$ cat src/rtl/fcpl_regs.vh
/*
 * Register map constants for the front-end configuration and host port lock bank.
 * Assumes a 16-bit register address and 8-bit data from the host serial port engine.
 */
`ifndef FCPL_REGS_VH
`define FCPL_REGS_VH

// ****************************************
// Offsets
// ****************************************
`define FCPL_FRONTEND_CONFIG_ADDR 16'he708
`define FCPL_HOST_PORT_LOCK_ADDR 16'hea00

// ****************************************
// Field positions
// ****************************************
`define FCPL_SEL_A_BIT 0
`define FCPL_SEL_B_BIT 1
`define FCPL_SEL_C_BIT 2
`define FCPL_SEL_N_BIT 3
`define FCPL_CLK_OFF_BIT 6
`define FCPL_SOFT_RST_BIT 7
`define FCPL_LOCK_BIT 0

// ****************************************
// Reset values and timing
// ****************************************
`define FCPL_FRONTEND_CONFIG_RST 8'h0f
`define FCPL_HOST_PORT_LOCK_RST 8'h00
`define FCPL_STROBE_TOGGLES 2'h3
`define FCPL_CLK_DIV_HALF 4'h4

`endif

$ cat src/rtl/fcpl_strobe_count.v
/*
 * Counts toggles of the select strobe pin and flags the switch to SPI.
 * Assumes the pin input arrives asynchronous; it is synchronised here.
 */
`timescale 1ns/100ps
`include "fcpl_regs.vh"

module fcpl_strobe_count
(
	input wire mclk,
	input wire arst_n,
	input wire strobe_pin,
	input wire locked,
	output reg spi_sel
);

reg sync_a;
reg sync_b;
reg last;
reg [1:0] toggles;

// ****************************************
// Synchroniser and toggle counter
// ****************************************
// Only the second stage feeds the edge detector
always @(posedge mclk or negedge arst_n)
begin
	if (!arst_n)
	begin
		sync_a <= 1'b1;
		sync_b <= 1'b1;
		last <= 1'b1;
		toggles <= 2'h0;
		spi_sel <= 1'b0;
	end
	else
	begin
		sync_a <= strobe_pin;
		sync_b <= sync_a;
		last <= sync_b;
		// Once locked the pin is ignored entirely
		if (!locked && !spi_sel && (sync_b != last))
		begin
			if (toggles == `FCPL_STROBE_TOGGLES - 2'h1)
				spi_sel <= 1'b1;
			toggles <= toggles + 2'h1;
		end
	end
end

endmodule

$ cat src/rtl/fcpl_top.v
/*
 * Front-end configuration register and host port lock register bank.
 * Assumes the host serial engine delivers one-cycle write and read strobes
 * with address and data on mclk; reads return data one cycle later.
 */
`timescale 1ns/100ps
`include "fcpl_regs.vh"

module fcpl_top
#(
	parameter CLK_HALF = `FCPL_CLK_DIV_HALF
)
(
	input wire mclk,
	input wire arst_n,
	input wire [15:0] reg_addr,
	input wire [7:0] reg_wdata,
	input wire reg_wr,
	input wire reg_rd,
	output reg [7:0] reg_rdata,
	input wire select_strobe_pin,
	output wire spi_active,
	output wire port_locked,
	output reg [3:0] second_input_sel,
	output reg frontend_clock_output,
	output reg frontend_soft_reset
);

reg [7:0] frontend_config;
reg lock_bit;
reg [3:0] div_cnt;
wire spi_sel;
wire wr_cfg;
wire wr_lock;

// Reset images of both registers, indexed per bit below
localparam [7:0] CFG_RST = `FCPL_FRONTEND_CONFIG_RST;
localparam [7:0] LOCK_RST = `FCPL_HOST_PORT_LOCK_RST;

// ****************************************
// Address decode
// ****************************************
// Full 16-bit match; a partial decode would alias other banks onto these
// registers, and a stray write could then stop the front-end clocks
function addr_hit;
	input [15:0] addr;
	input [15:0] base;
	begin
		addr_hit = (addr == base);
	end
endfunction

// Write strobes qualified by address; both are one cycle wide
assign wr_cfg = reg_wr && addr_hit(reg_addr, `FCPL_FRONTEND_CONFIG_ADDR);
assign wr_lock = reg_wr && addr_hit(reg_addr, `FCPL_HOST_PORT_LOCK_ADDR);

// Status levels straight from flops, no extra delay
assign spi_active = spi_sel;
assign port_locked = lock_bit;

// ****************************************
// Strobe toggle detection
// ****************************************
fcpl_strobe_count u_strobe
(
	.mclk(mclk),
	.arst_n(arst_n),
	.strobe_pin(select_strobe_pin),
	.locked(lock_bit),
	.spi_sel(spi_sel)
);

// ****************************************
// Register writes
// ****************************************
// Reserved bits are never stored
always @(posedge mclk or negedge arst_n)
begin
	if (!arst_n)
	begin
		frontend_config <= `FCPL_FRONTEND_CONFIG_RST;
		frontend_soft_reset <= 1'b0;
	end
	else
	begin
		frontend_soft_reset <= 1'b0;
		if (wr_cfg)
		begin
			frontend_config[3:0] <= reg_wdata[3:0];
			frontend_config[5:4] <= 2'h0;
			frontend_config[`FCPL_CLK_OFF_BIT] <= reg_wdata[`FCPL_CLK_OFF_BIT];
			frontend_soft_reset <= reg_wdata[`FCPL_SOFT_RST_BIT];
		end
		// Soft reset bit never stored, so it reads 0
		frontend_config[`FCPL_SOFT_RST_BIT] <= 1'b0;
	end
end

// ****************************************
// Host port lock
// ****************************************
// Sticky until hardware reset; software has no way back
// Under SPI the written value is ignored, so even a stray zero locks
always @(posedge mclk or negedge arst_n)
begin
	if (!arst_n)
		lock_bit <= LOCK_RST[`FCPL_LOCK_BIT];
	else if (wr_lock && !lock_bit)
	begin
		if (spi_sel)
			lock_bit <= 1'b1;
		else
			lock_bit <= reg_wdata[`FCPL_LOCK_BIT];
	end
end

// ****************************************
// Outputs to front ends
// ****************************************
// Clock divider; when stopped the pin is held high
always @(posedge mclk or negedge arst_n)
begin
	if (!arst_n)
	begin
		div_cnt <= 4'h0;
		frontend_clock_output <= 1'b1;
	end
	else
	begin
		if (frontend_config[`FCPL_CLK_OFF_BIT])
		begin
			div_cnt <= 4'h0;
			frontend_clock_output <= 1'b1;
		end
		else if (div_cnt == CLK_HALF[3:0] - 4'h1)
		begin
			div_cnt <= 4'h0;
			frontend_clock_output <= ~frontend_clock_output;
		end
		else
			div_cnt <= div_cnt + 4'h1;
	end
end

// ****************************************
// Per-phase second channel select
// ****************************************
// One flop per front end: phase A, B, C, then neutral
// A front end with a fixed temperature channel still needs its bit cleared
genvar gi;
generate
	for (gi = 0; gi < 4; gi = gi + 1)
	begin : g_sel
		always @(posedge mclk or negedge arst_n)
		begin
			if (!arst_n)
				second_input_sel[gi] <= CFG_RST[gi];
			else
				second_input_sel[gi] <= frontend_config[gi];
		end
	end
endgenerate

// ****************************************
// Register reads
// ****************************************
// Unmapped addresses read zero; data holds until the next read strobe
always @(posedge mclk or negedge arst_n)
begin
	if (!arst_n)
		reg_rdata <= 8'h00;
	else if (reg_rd)
	begin
		if (addr_hit(reg_addr, `FCPL_FRONTEND_CONFIG_ADDR))
			reg_rdata <= frontend_config;
		else if (addr_hit(reg_addr, `FCPL_HOST_PORT_LOCK_ADDR))
			reg_rdata <= {7'h00, lock_bit};
		else
			reg_rdata <= 8'h00;
	end
end

endmodule

$ cat config.mk
export PLATFORM = sky130hd
export DESIGN_NAME = fcpl_top
export DESIGN_NICKNAME = d
export VERILOG_FILES = /design/src/rtl/fcpl_strobe_count.v /design/src/rtl/fcpl_top.v
export VERILOG_INCLUDE_DIRS = /design/src /design/src/rtl
export SDC_FILE = /design/constraint.sdc
export NUM_CORES = 1
export LEC_CHECK = 0
export ABC_CLOCK_PERIOD_IN_PS = 1230
export BUFFER_PORTS_ARGS = -buffer_cell sky130_fd_sc_hd__buf_2
export CAP_MARGIN = 40
export CORE_MARGIN = 8
export CORE_UTILIZATION = 27
export CTS_CLUSTER_DIAMETER = 80
export CTS_CLUSTER_SIZE = 12
export DETAILED_ROUTE_END_ITERATION = 10
export MAX_ROUTING_LAYER = met4
export SLEW_MARGIN = 20
export SYNTH_ARGS = -nofsm -noshare
export SYNTH_HDL_FRONTEND = slang
export SYNTH_HIERARCHICAL = 1
export SYNTH_SLANG_ARGS = --single-unit
$ cat constraint.sdc
create_clock -name mclk -period 1.23 [get_ports mclk]
set_input_delay 0.246 -clock mclk [delete_from_list [all_inputs] [get_ports mclk]]
set_output_delay 0.246 -clock mclk [all_outputs]
set_load 0.05 [all_outputs]
# [Yosys cells after proc, flatten, opt, wreduce, memory -nomap -nowiden]
# Index checks and enable logic that the tools add are counted.
[classes] n_addsub=2 n_eq_ne=5 n_mux=8 bitwise_logic=1 reduce_logical=9
[op_table] operator="== test 16 bit, second input constant" n=2
[op_table] operator="two-way mux 4 bit" n=2
[op_table] operator="two-way mux 7 bit" n=1
[op_table] operator="logical AND 1 bit" n=5
[op_table] operator="two-way mux 1 bit" n=5
[op_table] operator="adder 4 x 1 -> 4 bit, second input constant" n=1
[op_table] operator="== test 4 x 2 -> 1 bit, second input constant" n=1
[op_table] operator="adder 2 x 1 -> 2 bit, second input constant" n=1
[op_table] operator="== test 2 bit, second input constant" n=1
[op_table] operator="zero test 1 bit" n=2
[op_table] operator="AND reduction 2 bit" n=1
[op_table] operator="nonzero test 2 bit" n=1
[op_table] operator="!= test 1 bit" n=1
[op_table] operator="NOT 1 bit" n=1
[word_totals] reg_bits=30 inputBits=29 out_inout_bits=16 wordCells=40

# [Logic depth before layout (Yosys ltp)]
[logic_depth] depth_word=4 ltp_mapped=4 ltp_nobuf=4

# [Modules after synthesis]
# The synthesis kept the hierarchy.
[by_module_without_submodules] mod="fcpl_top" n_inst=1 cells_each=63 area_per_inst_um2=908.4 seq_area_each_um2=536.8
[by_module_without_submodules] mod="fcpl_strobe_count" n_inst=1 cells_each=15 area_per_inst_um2=224.0 seq_area_each_um2=153.9

# [Worst setup path after synthesis]
# Ideal clock, no wire load.
[synth_timing] path_kind="in2reg" start="input reg_addr[1]" end="register frontend_config[6]" setup_ns=0.125 t_arrival_ns=1.527 required_time_ns=1.105 slack_ns=-0.422 path_stages=4 n_path_buf=0 path_cell_list="or4_4 -> nor4_4 -> nand2_2 -> mux2_4"
[synth_via] elab_chain_cells=2
[synth_lines] element="from (decl)" line_no="fcpl_top.v:16" text="input wire [15:0] reg_addr,"
[synth_lines] element="== test 16 bit" line_no="fcpl_top.v:49" text="addr_hit = (addr == base);"
[synth_lines] element="logical AND 1 bit" line_no="fcpl_top.v:54" text="assign wr_cfg = reg_wr && addr_hit(reg_addr, `FCPL_FRONTEND_CONFIG_ADDR);"
[synth_lines] element="to (signal assigned)" line_no="fcpl_top.v:81" text="frontend_config <= `FCPL_FRONTEND_CONFIG_RST;"
[synth_lines] element="to (signal, indexed assignment)" line_no="fcpl_top.v:91" text="frontend_config[`FCPL_CLK_OFF_BIT] <= reg_wdata[`FCPL_CLK_OFF_BIT];"
[synth_lines] element="to (decl)" line_no="fcpl_top.v:29" text="reg [7:0] frontend_config;"
# No other way between the ends.
# A chain may end at the register's enable or synchronous reset.

# [Final worst setup path]
[layout_timing] start="input reg_addr[5]" end="register frontend_config[6]"
# Same word-level chain as after synthesis.

==> flow_summary.toml <==
[sta]
slew_violations = 0
tns_ps = -2140
post-route-period-util_pct = 123
fmax_mhz = 660
setup_viol = 11
hold_viol_final = 0
layout_setup_ws_ps = -285
fin_worst_skew_ps = 3.29
slew_headroom_pct = 62.7
rsz0062_at_grt = "yes"
tightest_slew_ps = 560
timing.hold.ws_ps = 79.7
fin_crit_ps = 1520

[critical_path]
cp_max_fo = 5
crit_end = "frontend_config[6]$_DFFE_PN0P_"
crit_family = "simple AND/OR/NAND/NOR gates"
worstRegToRegCells = 3
cp.buffers_inverters = 1
regToRegSetupSlack_ps = 30
r2r-start = "u_strobe/sync_b$_DFF_PN1_"
arrival_ps = 1670
worst-setup-path-type = "input pin to flip-flop"
cp_num_cells = 5
worst_path_max_delay_cell = "or4_4"
endpoint_kind = "flip-flop"
worstPathCellList = "buf_6 -> or4_4 -> nor4_4 -> nand2_2 -> mux2_4"
crit_required_ps = 1380
worstSetupStartpointType = "input pin"
r2r_end = "u_strobe/toggles[0]$_DFFE_PN0P_"
critical-path-max-stage-delay_ps = 540
critPathLaunch = "reg_addr[5]"

[synth]
synthArstFlopShare_pct = 100
synth_compound_area_share_pct = 7.29
synth_xor_area_share_pct = 3.09
synth-adder-area-share_pct = 2.21
avgSynthCellArea_um2 = 14.5
synth_edf_count = 0
synth_seq_cells = 27
synth_top_family_by_area = "simple AND/OR/NAND/NOR gates"
yosys.area_share.simple_pct = 15.6
synth_mux_area_share_pct = 7.51
yosysSeqAreaShare_pct = 61.0
synthCells = 78
synth.cell_area_um2 = 1130
ys_warn_count = 6
ys.flop_type = "dfrtp_1"
synth_cell_type_count = 34

[floorplanning]
die_y_um = 80.8
rows = 23
die-area_um2 = 6520
core_area_um2 = 4030
start_util_pct = 28.1
io_pins = 45
fp.dieW_um = 80.8

[global_route]
first_global_vias = 848
overflow = 0
antenna_found_initial = 0
top_usage_layer = "met2"
grt_util_met2_pct = 12.5
grt_max_degree = 28
grt_pass1_wl_um = 3960
met3_usage_pct = 2.87
track_usage_pct = 8.26
met1_usage_pct = 9.27

[final_layout]
regArea_um2 = 693
drive_gt1_share_pct = 58.5
nFillCells = 403
multiInputGateArea_um2 = 422
syn_to_final_growth_pct = 34.3
final_net_count = 155
n_antenna_cell = 0
post-route-util_pct = 37.7

[clocking]
insertion_delay_ps = 260
cts.reportedPaths.clkPinSlew_ps = 80
cts_sinks = 27
cts_buffers = 3
cts_max_level = 1
cts_tree = "yes"
clockBufferDepth = 2
clockRootBuffer = "clkbuf_8"

[routing]
vias = 774
dr.pass1.iters = 3
wl_per_cell_um = 13.9
ant_nets = 0
viasPerCell = 4.47
drc = 0
first_iter_violations = 23
drt_wl_total_um = 2410

[power]
power_leakage_nw = 0.742
ir_drop_mv = 0.353
p_per_area_nw_per_um2 = 1090

[flow_run]
drv_cap = 0

[run_status]
status = "complete, but fails checks"
violations = "setup timing"

[place]
gp_congestion = 0.692
dp_hpwl_um = 1960
portBuffers = 39

[hold_path]
holdCritPathClass = "input pin to flip-flop"
-- layer usage --
metal / vias to the layer above / wire [um]
met2: 32 / 1140
met4: 0 / 36
met5: - / 0
li1: 364 / -
met1: 374 / 1040
met3: 4 / 187
-- stage by stage --
step                      power (mW)  cell area [um^2]  instances  worst slack, ps
after detailed placement        1.19              1390        167             -585
final                           1.66              1520        173             -285
after CTS                       1.70              1490        173             -284
after floorplan                 1.11              1140         80             -421
after global placement          1.18              1390        167             -555
after global routing            1.77              1520        173             -334
-- worst reg2reg max path, delay by kind of cell, from the launching register on --
| kind | cells | cell delay (ps) |
|---|---|---|
| xor+xnor | 2 | 200 |
| simple gates | 1 | 340 |
| flops | 1 | 540 |
-- how the worst min path moves through the flow --
stage,startpoint,endpoint,slack (ps),cells after the start
after global placement,arst_n,div_cnt[2]$_DFF_PN0_,260,1
after CTS,select_strobe_pin,u_strobe/sync_a$_DFF_PN1_,70,1
after global routing,select_strobe_pin,u_strobe/sync_a$_DFF_PN1_,60,1
after detailed placement,arst_n,div_cnt[2]$_DFF_PN0_,280,1
after floorplan,arst_n,div_cnt[0]$_DFF_PN0_,-50,0
final,select_strobe_pin,u_strobe/sync_a$_DFF_PN1_,80,1
-- Yosys cell counts (2+ instances only) --
master,number,share of area (%)
a21o_1,2,1.3
a22o_1,4,3.1
buf_4,3,2.0
dfrtp_1,15,33
dfstp_2,12,28
ha_1,2,2.2
inv_1,3,0.99
mux2_4,5,6.6
nand2b_1,2,1.1
nand4b_1,2,1.5
nor2_1,2,0.66
or4_4,2,2.0
xnor2_1,3,2.3
-- sequential cells by signal, indices dropped and copies added, names as in the netlist --
name / count
u_strobe/sync_b: 1
u_strobe/spi_sel: 1
u_strobe/toggles: 2
reg_rdata: 5
u_strobe/last: 1
frontend_clock_output: 1
div_cnt: 4
frontend_config: 5
frontend_soft_reset: 1
port_locked: 1
u_strobe/sync_a: 1
second_input_sel: 4
-- layout by cell type (no fill, tap or decap), types with 2 or more instances in the layout --
master / synthesis / layout
conb_1: 1 / 3
buf_8: 0 / 3
nor2_1: 2 / 2
buf_6: 0 / 5
inv_1: 3 / 3
mux2_4: 5 / 5
a21o_1: 2 / 2
dfrtp_1: 15 / 13
ha_1: 2 / 2
nand4b_1: 2 / 2
buf_4: 3 / 2
dfrtp_2: 0 / 2
a22o_1: 4 / 4
clkbuf_8: 0 / 3
nand2b_1: 2 / 2
dfstp_2: 12 / 12
buf_2: 0 / 29
clkbuf_4: 0 / 2
xnor2_1: 3 / 3
or4_4: 2 / 2
-- cell type report --
cell class | instances | area share (%)
clock buffer | 4 | 2.96
timing repair buffer | 42 | 18.8
tap | 50 | 4.12
multi-input combinational | 47 | 27.7
inverter | 3 | 0.741
sequential | 27 | 45.6
-- what timing repair did --
item	4_1_cts	5_1_grt
gates resized for setup	12	8
pin swaps	3	1
endpoints found under the hold margin	15	0
buffers inserted	1	0
gates cloned	0	0
hold buffers	1	0
setup endpoints to repair	17	20
-- logic make-up after synthesis --
| logic type | Yosys count |
|---|---|
| adders and majority gates | 2 |
| muxes | 6 |
| and+or+nand+nor | 22 |
| DFF | 27 |
| xor gates and xnor gates | 4 |
| other | 1 |
| AOI/OAI and AO/OA | 10 |
| buffers and inverters | 6 |
-- power breakdown --
part / internal, mW / switching, mW / total [mW] / leakage, nW
clock network: 0.231 / 0.241 / 0.472 / 0.0228
logic: 0.106 / 0.118 / 0.223 / 0.401
registers: 0.940 / 0.0277 / 0.968 / 0.318
total: 1.28 / 0.387 / 1.66 / 0.742
Note: power is estimated with default switching activity, not from simulation.
